$ cat src/shared/tmu_pkg.sv
// Shared types and constants for the four-to-one transmit merge unit
`default_nettype none
package tmu_pkg;

    // ==========================================================
    // Widths and counts
    localparam int TMU_DATA_W = 64;
    localparam int TMU_NUM_SRC = 4;
    localparam int TMU_CH_W = 2;

    // ==========================================================
    // Reset values
    // Start just before channel 0 so channel 0 wins the first scan
    localparam logic [1:0] TMU_CH_RESET = 2'h3;
    localparam logic [3:0] TMU_ACCEPT_RESET = 4'h0;

    // ==========================================================
    // One word of a packet with its end-of-packet mark
    typedef struct packed {
        logic last;
        logic [TMU_DATA_W-1:0] data;
    } tmu_word_t;

    localparam tmu_word_t TMU_WORD_RESET = '{last: 1'b0, data: 64'h0};

    // ==========================================================
    // Arbiter state: waiting for a request, or inside a packet
    typedef enum logic [0:0] {
        TMU_ST_IDLE = 1'b0,
        TMU_ST_PACKET = 1'b1
    } tmu_state_t;

endpackage
`default_nettype wire

$ cat src/core/transmit_merge_unit.sv
// Four-to-one transmit packet merge unit toward one MAC stream port
`default_nettype none
module transmit_merge_unit
    import tmu_pkg::*;
(
    // Clock and reset
    input wire logic clock,
    input wire logic rst_n,
    // Source side
    input wire logic [TMU_NUM_SRC-1:0] source_word_valid,
    input wire tmu_word_t [TMU_NUM_SRC-1:0] source_word,
    output logic [TMU_NUM_SRC-1:0] source_word_accept,
    // MAC side
    output logic mac_tx_valid,
    input wire logic mac_tx_ready,
    output logic [TMU_DATA_W-1:0] mac_tx_data,
    output logic mac_tx_last,
    // Observation
    output logic [TMU_CH_W-1:0] active_channel_select
);

    // ==========================================================
    // State
    tmu_state_t state_q, state_d;
    logic [TMU_CH_W-1:0] ch_q, ch_d;
    logic [TMU_NUM_SRC-1:0] accept_q, accept_d;
    logic out_valid_q, out_valid_d;
    tmu_word_t out_word_q, out_word_d;
    tmu_word_t pending_word_latch_q, pending_word_latch_d;
    logic pend_full_q, pend_full_d;

    // ==========================================================
    // Working signals
    logic pick_found;
    logic [TMU_CH_W-1:0] pick_ch;
    logic take;
    logic take_last;
    logic out_free;
    logic stall;
    tmu_word_t act_word;

    // ==========================================================
    // Arbiter
    // cyclic nearest pick
    tmu_rr_pick i_tmu_rr_pick (
        .req(source_word_valid),
        .cur(ch_q),
        .found(pick_found),
        .pick(pick_ch)
    );

    // ==========================================================
    // Handshake terms
    // Active word is a plain mux; only the accepted one is used
    assign act_word = source_word[ch_q];
    assign take = source_word_valid[ch_q] & accept_q[ch_q];
    assign take_last = take & act_word.last;
    // Stall uses the registered valid, so an empty output never stalls
    assign stall = out_valid_q & ~mac_tx_ready;
    assign out_free = ~stall;

    // ==========================================================
    // Channel select and packet state
    // One dead idle cycle between packets; short packets lose line rate
    always_comb begin
        state_d = state_q;
        ch_d = ch_q;
        case (state_q)
            TMU_ST_IDLE: begin
                if (pick_found) begin
                    state_d = TMU_ST_PACKET;
                    ch_d = pick_ch;
                end
            end
            TMU_ST_PACKET: begin
                if (take_last) begin
                    state_d = TMU_ST_IDLE;
                end
            end
            default: begin
                state_d = TMU_ST_IDLE;
            end
        endcase
    end

    // ==========================================================
    // Output register, latch and accept
    // The latch costs one word of storage but lets accept be a flop
    always_comb begin
        out_valid_d = out_valid_q;
        out_word_d = out_word_q;
        pending_word_latch_d = pending_word_latch_q;
        pend_full_d = pend_full_q;
        accept_d = TMU_ACCEPT_RESET;
        if (take) begin
            pending_word_latch_d = act_word;
        end
        if (out_free) begin
            if (pend_full_q) begin
                out_word_d = pending_word_latch_q;
                out_valid_d = 1'b1;
                pend_full_d = take;
            end else if (take) begin
                out_word_d = act_word;
                out_valid_d = 1'b1;
            end else begin
                out_valid_d = 1'b0;
            end
        end else if (take) begin
            pend_full_d = 1'b1;
        end
        // Accept is registered, so it falls one cycle into a stall
        // accept the granted source
        if (state_d == TMU_ST_PACKET && !pend_full_d && !stall && !take_last) begin
            accept_d[ch_d] = 1'b1;
        end
    end

    // ==========================================================
    // Arbiter registers
    // Select starts at the last channel so channel 0 wins first
    // idle with a defined select
    always_ff @(posedge clock or negedge rst_n) begin
        if (!rst_n) begin
            state_q <= TMU_ST_IDLE;
            ch_q <= TMU_CH_RESET;
        end else begin
            state_q <= state_d;
            ch_q <= ch_d;
        end
    end

    // ==========================================================
    // Datapath registers
    // no valid, accept or parked word
    always_ff @(posedge clock or negedge rst_n) begin
        if (!rst_n) begin
            accept_q <= TMU_ACCEPT_RESET;
            out_valid_q <= 1'b0;
            out_word_q <= TMU_WORD_RESET;
            pending_word_latch_q <= TMU_WORD_RESET;
            pend_full_q <= 1'b0;
        end else begin
            accept_q <= accept_d;
            out_valid_q <= out_valid_d;
            out_word_q <= out_word_d;
            pending_word_latch_q <= pending_word_latch_d;
            pend_full_q <= pend_full_d;
        end
    end

    // ==========================================================
    // Outputs, all straight from flops
    // one select drives the mux
    assign active_channel_select = ch_q;
    assign source_word_accept = accept_q;
    assign mac_tx_valid = out_valid_q;
    assign mac_tx_data = out_word_q.data;
    assign mac_tx_last = out_word_q.last;

    // Reference pick by rotation, not by the scan in the pick block,
    // so a slip shared by both cannot hide from the order checks
    function automatic logic [TMU_CH_W-1:0] nearest_after(
        input logic [TMU_NUM_SRC-1:0] req,
        input logic [TMU_CH_W-1:0] cur
    );
        logic [2*TMU_NUM_SRC-1:0] rot;
        logic [TMU_CH_W-1:0] res;
        rot = {req, req} >> ({1'b0, cur} + 3'h1);
        res = cur;
        // Lowest rotated bit is the nearest channel after cur
        for (int i = TMU_NUM_SRC - 1; i >= 0; i--) begin
            if (rot[i]) begin
                res = cur + TMU_CH_W'(i + 1);
            end
        end
        nearest_after = res;
    endfunction

    for (genvar g = 0; g < TMU_NUM_SRC; g++) begin : g_chan

    end
endmodule
`default_nettype wire

$ cat src/core/tmu_rr_pick.sv
// Round-robin pick of the next requesting channel after the current one
`default_nettype none
module tmu_rr_pick
    import tmu_pkg::*;
(
    // Requests and the channel that last held the port
    input wire logic [TMU_NUM_SRC-1:0] req,
    input wire logic [TMU_CH_W-1:0] cur,
    // Result
    output logic found,
    output logic [TMU_CH_W-1:0] pick
);

    // ==========================================================
    // Channel at a given distance after the current one, wrapping
    function automatic logic [TMU_CH_W-1:0] step_ch(input logic [TMU_CH_W-1:0] c,
                                                     input logic [TMU_CH_W-1:0] k);
        step_ch = c + k;
    endfunction

    // ==========================================================
    // Scan from the farthest back to the nearest so the nearest wins;
    // distance four is the current channel itself, checked first so it has the lowest priority
    always_comb begin
        found = 1'b0;
        pick = cur;
        for (int k = TMU_NUM_SRC; k >= 1; k--) begin
            if (req[step_ch(cur, TMU_CH_W'(k))]) begin
                found = 1'b1;
                pick = step_ch(cur, TMU_CH_W'(k));
            end
        end
    end

endmodule
`default_nettype wire

$ cat config.mk
export PLATFORM = sky130hd
export DESIGN_NAME = transmit_merge_unit
export DESIGN_NICKNAME = d
export VERILOG_FILES = /design/src/shared/tmu_pkg.sv /design/src/core/transmit_merge_unit.sv /design/src/core/tmu_rr_pick.sv
export SDC_FILE = /design/constraint.sdc
export NUM_CORES = 1
export LEC_CHECK = 0
export BUFFER_PORTS_ARGS = -buffer_cell sky130_fd_sc_hd__buf_2
export CORE_ASPECT_RATIO = 1.5
export CORE_MARGIN = 5
export CORE_UTILIZATION = 30
export CTS_BUF_LIST = sky130_fd_sc_hd__clkbuf_4
export DETAILED_ROUTE_END_ITERATION = 7
export GPL_TIMING_DRIVEN = 0
export RECOVER_POWER = 100
export SYNTH_ARGS = -nofsm -noshare
export SYNTH_HDL_FRONTEND = slang
export SYNTH_SLANG_ARGS = --single-unit
export TNS_END_PERCENT = 30
$ cat constraint.sdc
create_clock -name clock -period 2.7 [get_ports clock]
set_clock_uncertainty 0.1 [all_clocks]
set_input_delay 0.27 -clock clock [delete_from_list [all_inputs] [get_ports clock]]
set_output_delay 0.27 -clock clock [all_outputs]
set_load 0.01 [all_outputs]
== Word level (Yosys, flattened, before mapping) ==
Index checks and enable logic that the tools add are counted.

* ROM bits: 0
* Input port bits: 267
* Latch bits: 0
* Output and inout bits: 72
* RAM bits: 0
* Memories: 0
* Register bits after elaboration: 139

* Order comparisons: 6
* Multiplexer cells: 34
* Div/mod/pow operators: 0
* Shift operators: 0
* Equality and inequality tests: 0
* Reductions and logical operators: 9
* Add/sub/neg operators: 3
* Multipliers: 0
* Bitwise gates (word level): 6

{| class="wikitable"
|+ Operators by type and width
! operator !! count
|-
| $mux W65 || 3
|-
| $bmux W65 S2 || 1
|-
| $mux W1 || 17
|-
| $lt A2 B3 Y1 const B || 5
|-
| $bmux W1 S2 || 5
|-
| $mux W2 || 5
|-
| $add A2 B2 Y2 const B || 2
|-
| $logic_and A1 B1 Y1 || 4
|-
| $mux W4 || 1
|-
| $and A1 B1 Y1 || 3
|-
| $logic_not A1 Y1 || 3
|-
| $not A1 Y1 || 3
|-
| $add A2 B1 Y2 const B || 1
|-
| $demux W1 S2 || 1
|-
| $ge A2 B1 Y1 const B || 1
|-
| $pmux W1 S2 || 1
|-
| $reduce_and A2 Y1 || 1
|-
| $reduce_bool A2 Y1 || 1
|}

== Longest topological paths before layout ==
Gate-level depths: netlist (run 1).

* Word-level depth: 13
* Depth in mapped cells: 7

== Cells and area by module ==
Synthesis (run 1) repeated with hierarchy kept, for this count alone.

* Cells, all modules: 800
* Area, all modules: 8259.2 um^2

{| class="wikitable"
|+ By module, submodules not included
! module !! instances !! area an instance (um^2) !! cells an instance !! seq. area each (um^2)
|-
| transmit_merge_unit || 1 || 8176.6 || 786 || 3480.8
|-
| tmu_rr_pick || 1 || 82.6 || 14 || 0.0
|}

== Worst setup path after synthesis (run 1) ==
OpenSTA, ideal clock, no wires.

* Path kind: register -> register
* From: register ch_q[0], in the netlist active_channel_select[0]
* To: register out_word_q, in the netlist mac_tx_data[48]
* Arrival: 1.892 ns
* Setup slack: 0.576 ns
* Setup time: 0.132 ns
* Cell stages (with the launch flop): 7
* Clock period less this slack: 2.124 ns
* Path through: dfstp_2 -> buf_4 -> buf_2 -> buf_2 -> mux4_2 -> nand2_1 -> o21ai_1

* Longest elaborated chain between the ends: 5
* Elaborated cells on any way between the ends: 11
* Those cells by class: 8 x mux; 1 x bitwise; 2 x reduce/logical

{| class="wikitable"
|+ RTL lines
! what !! line !! text
|-
| from (decl) || transmit_merge_unit.sv:25 || <nowiki>logic [TMU_CH_W-1:0] ch_q, ch_d;</nowiki>
|-
| from (signal assigned) || transmit_merge_unit.sv:129 || <nowiki>ch_q <= ch_d;</nowiki>
|-
| $bmux W1 S2 || transmit_merge_unit.sv:56 || <nowiki>assign take = source_word_valid[ch_q] & accept_q[ch_q];</nowiki>
|-
| $mux W1 (implied by the code) || transmit_merge_unit.sv:56 ||
|-
| $and A1 B1 Y1 || transmit_merge_unit.sv:56 ||
|-
| $reduce_bool A2 Y1 (no line) || n/a ||
|-
| $reduce_and A2 Y1 (no line) || n/a ||
|-
| to (signal assigned) || transmit_merge_unit.sv:146 || <nowiki>out_word_q <= out_word_d;</nowiki>
|-
| to (decl) || transmit_merge_unit.sv:28 || <nowiki>tmu_word_t out_word_q, out_word_d;</nowiki>
|}

Several ways; a longest one is shown, not always the timed one. The select of a mux whose other input is x is not followed.
A chain may end at the register's enable or synchronous reset.

== Final worst setup path (run 1) ==
* From: register ch_q[0], in the netlist active_channel_select[0]
* To: register pending_word_latch_q[17] in the netlist's numbering

* Longest elaborated chain between the ends: 3
* Elaborated cells on any way between the ends: 7
* Those cells by class: 6 x mux; 1 x bitwise

{| class="wikitable"
|+ RTL lines
! what !! line !! text
|-
| $bmux W1 S2 || transmit_merge_unit.sv:56 ||
|-
| $mux W1 (implied by the code) || transmit_merge_unit.sv:56 ||
|-
| $and A1 B1 Y1 || transmit_merge_unit.sv:56 ||
|-
| to (signal assigned) || transmit_merge_unit.sv:147 || <nowiki>pending_word_latch_q <= pending_word_latch_d;</nowiki>
|-
| to (decl) || transmit_merge_unit.sv:29 || <nowiki>tmu_word_t pending_word_latch_q, pending_word_latch_d;</nowiki>
|}

Several ways; a longest one is shown, not always the timed one. The select of a mux whose other input is x is not followed.

==> results.json, run 1 <==
{
  "status": "finished, final reports clean",
  "grt_use_total_pct": 19.89,
  "synth_edf_count": 0,
  "crit_path_end_kind": "flop",
  "place_ws_ns": 0.06267,
  "relSlewSlack_pct": 1.798,
  "cap_viol_max_count": 0,
  "ioPinCount": 339,
  "post_drt_wl_per_cell_um": 19.27,
  "required_ns": 3.05,
  "synth.yosys.seq_area_share_pct": 42.75,
  "cp_slowest_stage_delay_ns": 0.56,
  "grt_pass1_vias": 8647,
  "grt_pass1_wl_um": 46860,
  "synthMuxAreaShare_pct": 18.53,
  "cts_root_buf": "clkbuf_4",
  "yosys.area.top_type": "dfrtp_1",
  "max_slew.worst_pin.slew_ns": 1.473,
  "hpwl_um": 22470,
  "synth_compound_area_share_pct": 13.95,
  "cp_slowest_cell": "dlygate4sd3_1",
  "antenna_found_initial": 6,
  "path_delay_family": "buffers and inverters",
  "cellPowerDensity_nw_per_um2": 986.3,
  "dr_total_vias": 8068,
  "ir_drop_mv": 0.4116,
  "synthCells": 774,
  "path_class": "flop to flop",
  "synth_top_area_share_pct": 42.10,
  "synth_warnings": 0,
  "power.leakage_nw": 5.467,
  "nNetsFinal": 1503,
  "holdWs_ns": 0.05146,
  "cp.arrival_ns": 2.96,
  "final_core_util_pct": 42.46,
  "cts.sinks": 139,
  "period_share_pct": 96.40,
  "yosys-top-cells-count": "nand2_1, dfrtp_1, mux4_2",
  "wirelength_um": 30670,
  "drive_above_1_share_pct": 32.75,
  "cp_max_fo": 10,
  "placed_cells": 1455,
  "hold_viol": 0,
  "syn_avg_cell_area_um2": 10.52,
  "synth_top_family_by_area": "simple AND/OR/NAND/NOR gates",
  "path_clk_slew_ns": 0.12,
  "std_cell_rows": 74,
  "grt_max_degree": 85,
  "layout.cells.non_filler": 1592,
  "ys_ff_latch": 139,
  "core_um2": 27040,
  "yosysMostFrequentCell": "nand2_1",
  "cts_tree": "built",
  "min-delay-path-class": "primary input to flop",
  "ys.flop_type": "dfrtp_1",
  "synth_nets": 1041,
  "dr.first_iter.drc_count": 426,
  "period_minus_slack_ns": 2.603,
  "synthAdderAreaFrac_pct": 0,
  "n_fill_cell": 2676,
  "syn2layout_area_growth_pct": 40.98,
  "cts_setup_buffers": 0,
  "final.setup.worst_slack_ns": 0.09719,
  "finalSetupViolCount": 0,
  "drv_slew": 0,
  "io_buffers": 338,
  "fmax_ghz": 0.3842,
  "die_h_um": 211.8,
  "cp-start-kind": "flop",
  "synthTopCellsByArea": "dfrtp_1, mux4_2, nand2_1",
  "synthArstFlopShare_pct": 100.0,
  "clockBufferDepth": 2,
  "cpMostUsedCell": "nand2_1",
  "overflow": 0,
  "avgViaCountPerCell": 5.068,
  "start_util_pct": 30.12,
  "htreeDepth": 4,
  "synthXorXnorAreaFrac_pct": 0,
  "syn_area_um2": 8143,
  "clk_latency_ns": 0.57,
  "die_area_um2": 30610,
  "synth-simple-area-share_pct": 20.88,
  "yosysUniqueCellTypes": 32,
  "rsz0062_at_grt": "false",
  "drcViolationCount": 0,
  "firstDrtPassIters": 5,
  "crit_chain": "buf_4, buf_2, mux4_2, nand2_1, dlygate4sd3_1, nand2_1",
  "detail-route-antenna-nets": 0,
  "fin_tns_setup_ns": 0,
  "cts_made_buffers": 17,
  "die_w_um": 144.5,
  "routabilityCongestion": 0.8188,
  "cp_num_buf_inv": 3
}
==> worst register-to-register path, delay by kind of cell, from the launching register on <==
kind | cells | cell delay, ns
flops | 1 | 0.54
simple gates | 2 | 0.15
mux | 1 | 0.56
buf+inv | 3 | 1.16
==> layout by cell type (no fill, tap or decap), types with 4 or more instances in the layout <==
cell type,count
buf_2,276
nand2_1,201
dfrtp_1,137
clkbuf_1,122
dlygate4sd3_1,104
mux4_2,67
nor2b_1,66
and3_1,65
o21ai_0,61
a221oi_1,47
clkbuf_4,23
a221oi_2,19
clkbuf_2,7
o21ai_1,7
and2_1,4
nor2_1,4
nand2b_1,4
==> power breakdown <==
group          total [mW]  internal (mW)  switching (mW)
clock                1.42          0.603           0.813
sequential           3.77           3.14           0.628
combinational        6.14           2.74            3.40
==> per-stage QoR <==
stage	instance area, um^2	power [mW]
after CTS	11620	11.72
final	11480	11.32
after floorplan	8143	7.946
after global placement	10260	9.987
after global routing	11480	12.30
after detailed placement	10300	10.15
==> per-layer routing <==
metal | global-route usage [%] | share of wire [%] | vias to the layer above
met5 | 0 | 0.15 | -
met2 | 35.56 | 53 | 274
li1 | - | - | 3781
met3 | 4.384 | 5.7 | 61
met1 | 23.34 | 38 | 3944
met4 | 6.662 | 2.9 | 8
==> cell families after synthesis <==
| kind of cell | Yosys count |
|---|---|
| and+or+nand+nor | 351 |
| buffers and inverters | 74 |
| AOI/OAI and AO/OA | 143 |
| muxes | 67 |
| DFF | 139 |
==> final cells by class <==
| class | instances | area [um^2] | area share (%) |
|---|---|---|---|
| antenna | 1 | 2.502 | 0.02180 |
| buffer | 72 | 309.0 | 2.692 |
| clock buffer | 22 | 165.2 | 1.439 |
| clock inverter | 10 | 117.6 | 1.025 |
| inverter | 2 | 7.507 | 0.06539 |
| multi-input combinational | 561 | 4314 | 37.58 |
| sequential | 139 | 3481 | 30.32 |
| tap | 342 | 427.9 | 3.728 |
| timing repair buffer | 443 | 2655 | 23.13 |
==> registers in the layout, indices dropped and copies added (netlist names) <==
register / flops
pend_full_q: 1
state_q: 1
mac_tx_valid: 1
pending_word_latch_q: 65
mac_tx_last: 1
active_channel_select: 2
mac_tx_data: 64
source_word_accept: 4
==> final timing paths <==
kind	cells after the start	endpoint	slack, ns	startpoint
worst max register to register	6	pending_word_latch_q[17]	0.1	active_channel_select[0]
max in group asynchronous	3	pending_word_latch_q[8]	0.48	rst_n
worst min-delay path	4	pending_word_latch_q[50]	0.05	source_word[115]
worst min register to register	2	pending_word_latch_q[12]	0.38	pending_word_latch_q[12]
worst max-delay path	6	pending_word_latch_q[17]	0.1	active_channel_select[0]
min in group asynchronous	2	mac_tx_data[32]	0.49	rst_n
==> repair_timing <==
action,4_1_cts,5_1_grt
hold endpoints to repair,85,0
gates resized for setup,0,6
setup endpoints to repair,0,12
hold buffers,104,0
Power figures use the tool's default switching activity.
==> inputs of run 2 (changes only) <==
CORE_ASPECT_RATIO = 0.7   (was 1.5)
==> run 2 against run 1 <==
The flow now finishes with violations (max-capacitance violations, max-slew violations). Maximum frequency down 1.3%. Hold slack got worse by 0.0035 ns. Utilization grew 0.67 points. Sequential power about the same. Die area hardly changed. Register-to-register slack got worse by 0.03 ns. Global-route usage about the same. Non-clock buffer count up 1. Critical endpoint is now mac_tx_data[3].
==> results.json, run 2 (synthesized netlist as in run 1, its figures left out) <==
{
  "fmax_ghz": 0.3791,
  "clkPwrFrac_pct": 11.8,
  "period_share_pct": 97.69,
  "min-delay-path-class": "primary input to flop",
  "largest_register_ffs": 65,
  "sequentialPowerShare_pct": 32.8,
  "cp_num_buf_inv": 3,
  "overflow": 0,
  "avgViaCountPerCell": 5.047,
  "crit_path_end_kind": "flop",
  "detail-route-antenna-nets": 0,
  "cellPowerDensity_nw_per_um2": 994.6,
  "crit_chain": "clkbuf_2, buf_2, mux4_2, dlygate4sd3_1, nand2_1, o21ai_0",
  "grt_max_degree": 81,
  "final_cell_mix": "buf_2, nand2_1, dfrtp_1",
  "io_buffers": 338,
  "drive_above_1_share_pct": 32.48,
  "final.setup.worst_slack_ns": 0.06238,
  "path_class": "flop to flop",
  "hold_viol": 0,
  "drcViolationCount": 0,
  "max_slew.worst_pin.slew_ns": 1.604,
  "clk_latency_ns": 0.58,
  "cts_tree": "built",
  "cp_max_fo": 10,
  "p_int_mw": 6.517,
  "grt_pass1_wl_um": 46370,
  "die_area_um2": 30590,
  "path_clk_slew_ns": 0.11,
  "cap_viol_max_count": 1,
  "grt_pass1_vias": 8452,
  "relSlewSlack_pct": -6.924,
  "violations": "max-capacitance violations, max-slew violations",
  "post_drt_wl_per_cell_um": 19.40,
  "required_ns": 3.03,
  "std_cell_rows": 50,
  "drv_slew": 61,
  "rsz0062_at_grt": "true",
  "path_delay_family": "buffers and inverters",
  "syn2layout_area_growth_pct": 41.50,
  "finalSetupViolCount": 0,
  "core_um2": 26710,
  "die_h_um": 147.8,
  "status": "complete, but fails checks",
  "holdWs_ns": 0.04801,
  "cp_slowest_cell": "dlygate4sd3_1",
  "cts.sinks": 139,
  "hpwl_um": 22520,
  "place_ws_ns": -0.03370,
  "period_minus_slack_ns": 2.638,
  "regMostFlops": "pending_word_latch_q",
  "wirelength_um": 31380,
  "p_comb_share_pct": 55.3,
  "ir_drop_mv": 0.4681,
  "cp.arrival_ns": 2.96,
  "routabilityCongestion": 0.8224,
  "nNetsFinal": 1504,
  "htreeDepth": 4,
  "rrSetupSlack_ns": 0.06,
  "final_core_util_pct": 43.13,
  "ioPinCount": 339,
  "cts_made_buffers": 17,
  "dr_total_vias": 8161,
  "clockBufferDepth": 2,
  "firstDrtPassIters": 7,
  "power.leakage_nw": 5.473,
  "cp-start-kind": "flop",
  "layout_commonest_cell": "buf_2",
  "switching_power_mw": 4.943,
  "antenna_found_initial": 5,
  "switching_share_pct": 43.13,
  "cp_slowest_stage_delay_ns": 0.56,
  "start_util_pct": 30.48,
  "dr.first_iter.drc_count": 404,
  "die_w_um": 206.9,
  "cts_root_buf": "clkbuf_4",
  "grt_use_total_pct": 19.88
}
-- run 2: cell types whose count changed in the layout (fill, tap and decap cells not counted), sizes merged --
cell / previous run / this run
buf: 281 / 280
dlygate4sd3: 104 / 106
clkbuf: 152 / 150
clkinv: 6 / 9
inv: 3 / 2
diode: 1 / 3
-- run 2: layout make-up --
type / count / area, um^2
Clock inverter: 12 / 105.1
Fill cell: 2667 / 15190
Inverter: 2 / 7.507
Clock buffer: 20 / 150.1
Sequential cell: 139 / 3481
Tap cell: 364 / 455.4
Multi-Input combinational cell: 561 / 4320
Timing Repair Buffer: 445 / 2676
Buffer: 71 / 319.1
Antenna cell: 3 / 7.507
-- run 2: worst paths after layout --
check	startpoint	cells after the start	endpoint
max reg2reg	active_channel_select[1]	6	mac_tx_data[3]
min	source_word[224]	4	pending_word_latch_q[29]
min reg2reg	pending_word_latch_q[41]	2	pending_word_latch_q[41]
min in group asynchronous	rst_n	2	pending_word_latch_q[54]
max	active_channel_select[1]	6	mac_tx_data[3]
max in group asynchronous	rst_n	3	mac_tx_data[34]
-- run 2: worst reg2reg max path, delay by kind of cell, from the launching register on --
| family | cells | cell delay (ns) |
|---|---|---|
| muxes | 1 | 0.38 |
| DFF | 1 | 0.55 |
| buffers and inverters | 3 | 1.31 |
| and+or+nand+nor | 1 | 0.08 |
| AOI/OAI and AO/OA | 1 | 0.08 |
-- run 2: what timing repair did --
action,4_1_cts,5_1_grt
hold buffers,102,4
endpoints found under the hold margin,96,3
gates cloned,0,0
setup endpoints to repair,30,31
resized for setup,2,9
buffers inserted,0,0
-- run 2: metal layers --
metal	up-vias	part of all wire (%)	GRT usage (%)
met5	-	0	0
met4	0	1.9	4.855
met3	42	8.3	5.789
met2	346	47	33.32
met1	3982	43	25.44
li1	3791	-	-
-- run 2: power by group through the flow --
| stage | clock, mW | sequential, mW | combinational (mW) |
|---|---|---|---|
| detailed placement | 0 | 3.79 | 6.40 |
| CTS | 1.41 | 3.74 | 6.61 |
| floorplan | 0 | 3.95 | 3.99 |
| global route | 1.50 | 3.89 | 7.06 |
| global placement | 0 | 3.73 | 6.30 |
| finish | 1.36 | 3.76 | 6.34 |
-- run 2: per-stage QoR --
stage               setup TNS (ns)  cells  power, mW  instance area (um^2)
floorplan                        0    774      7.946                  8143
global placement           -123.74   1476      10.03                 10290
detailed placement         -0.1472   1477      10.18                 10320
CTS                              0   1610      11.76                 11600
global route               -0.1162   1616      12.44                 11520
finish                           0   1617      11.46                 11520
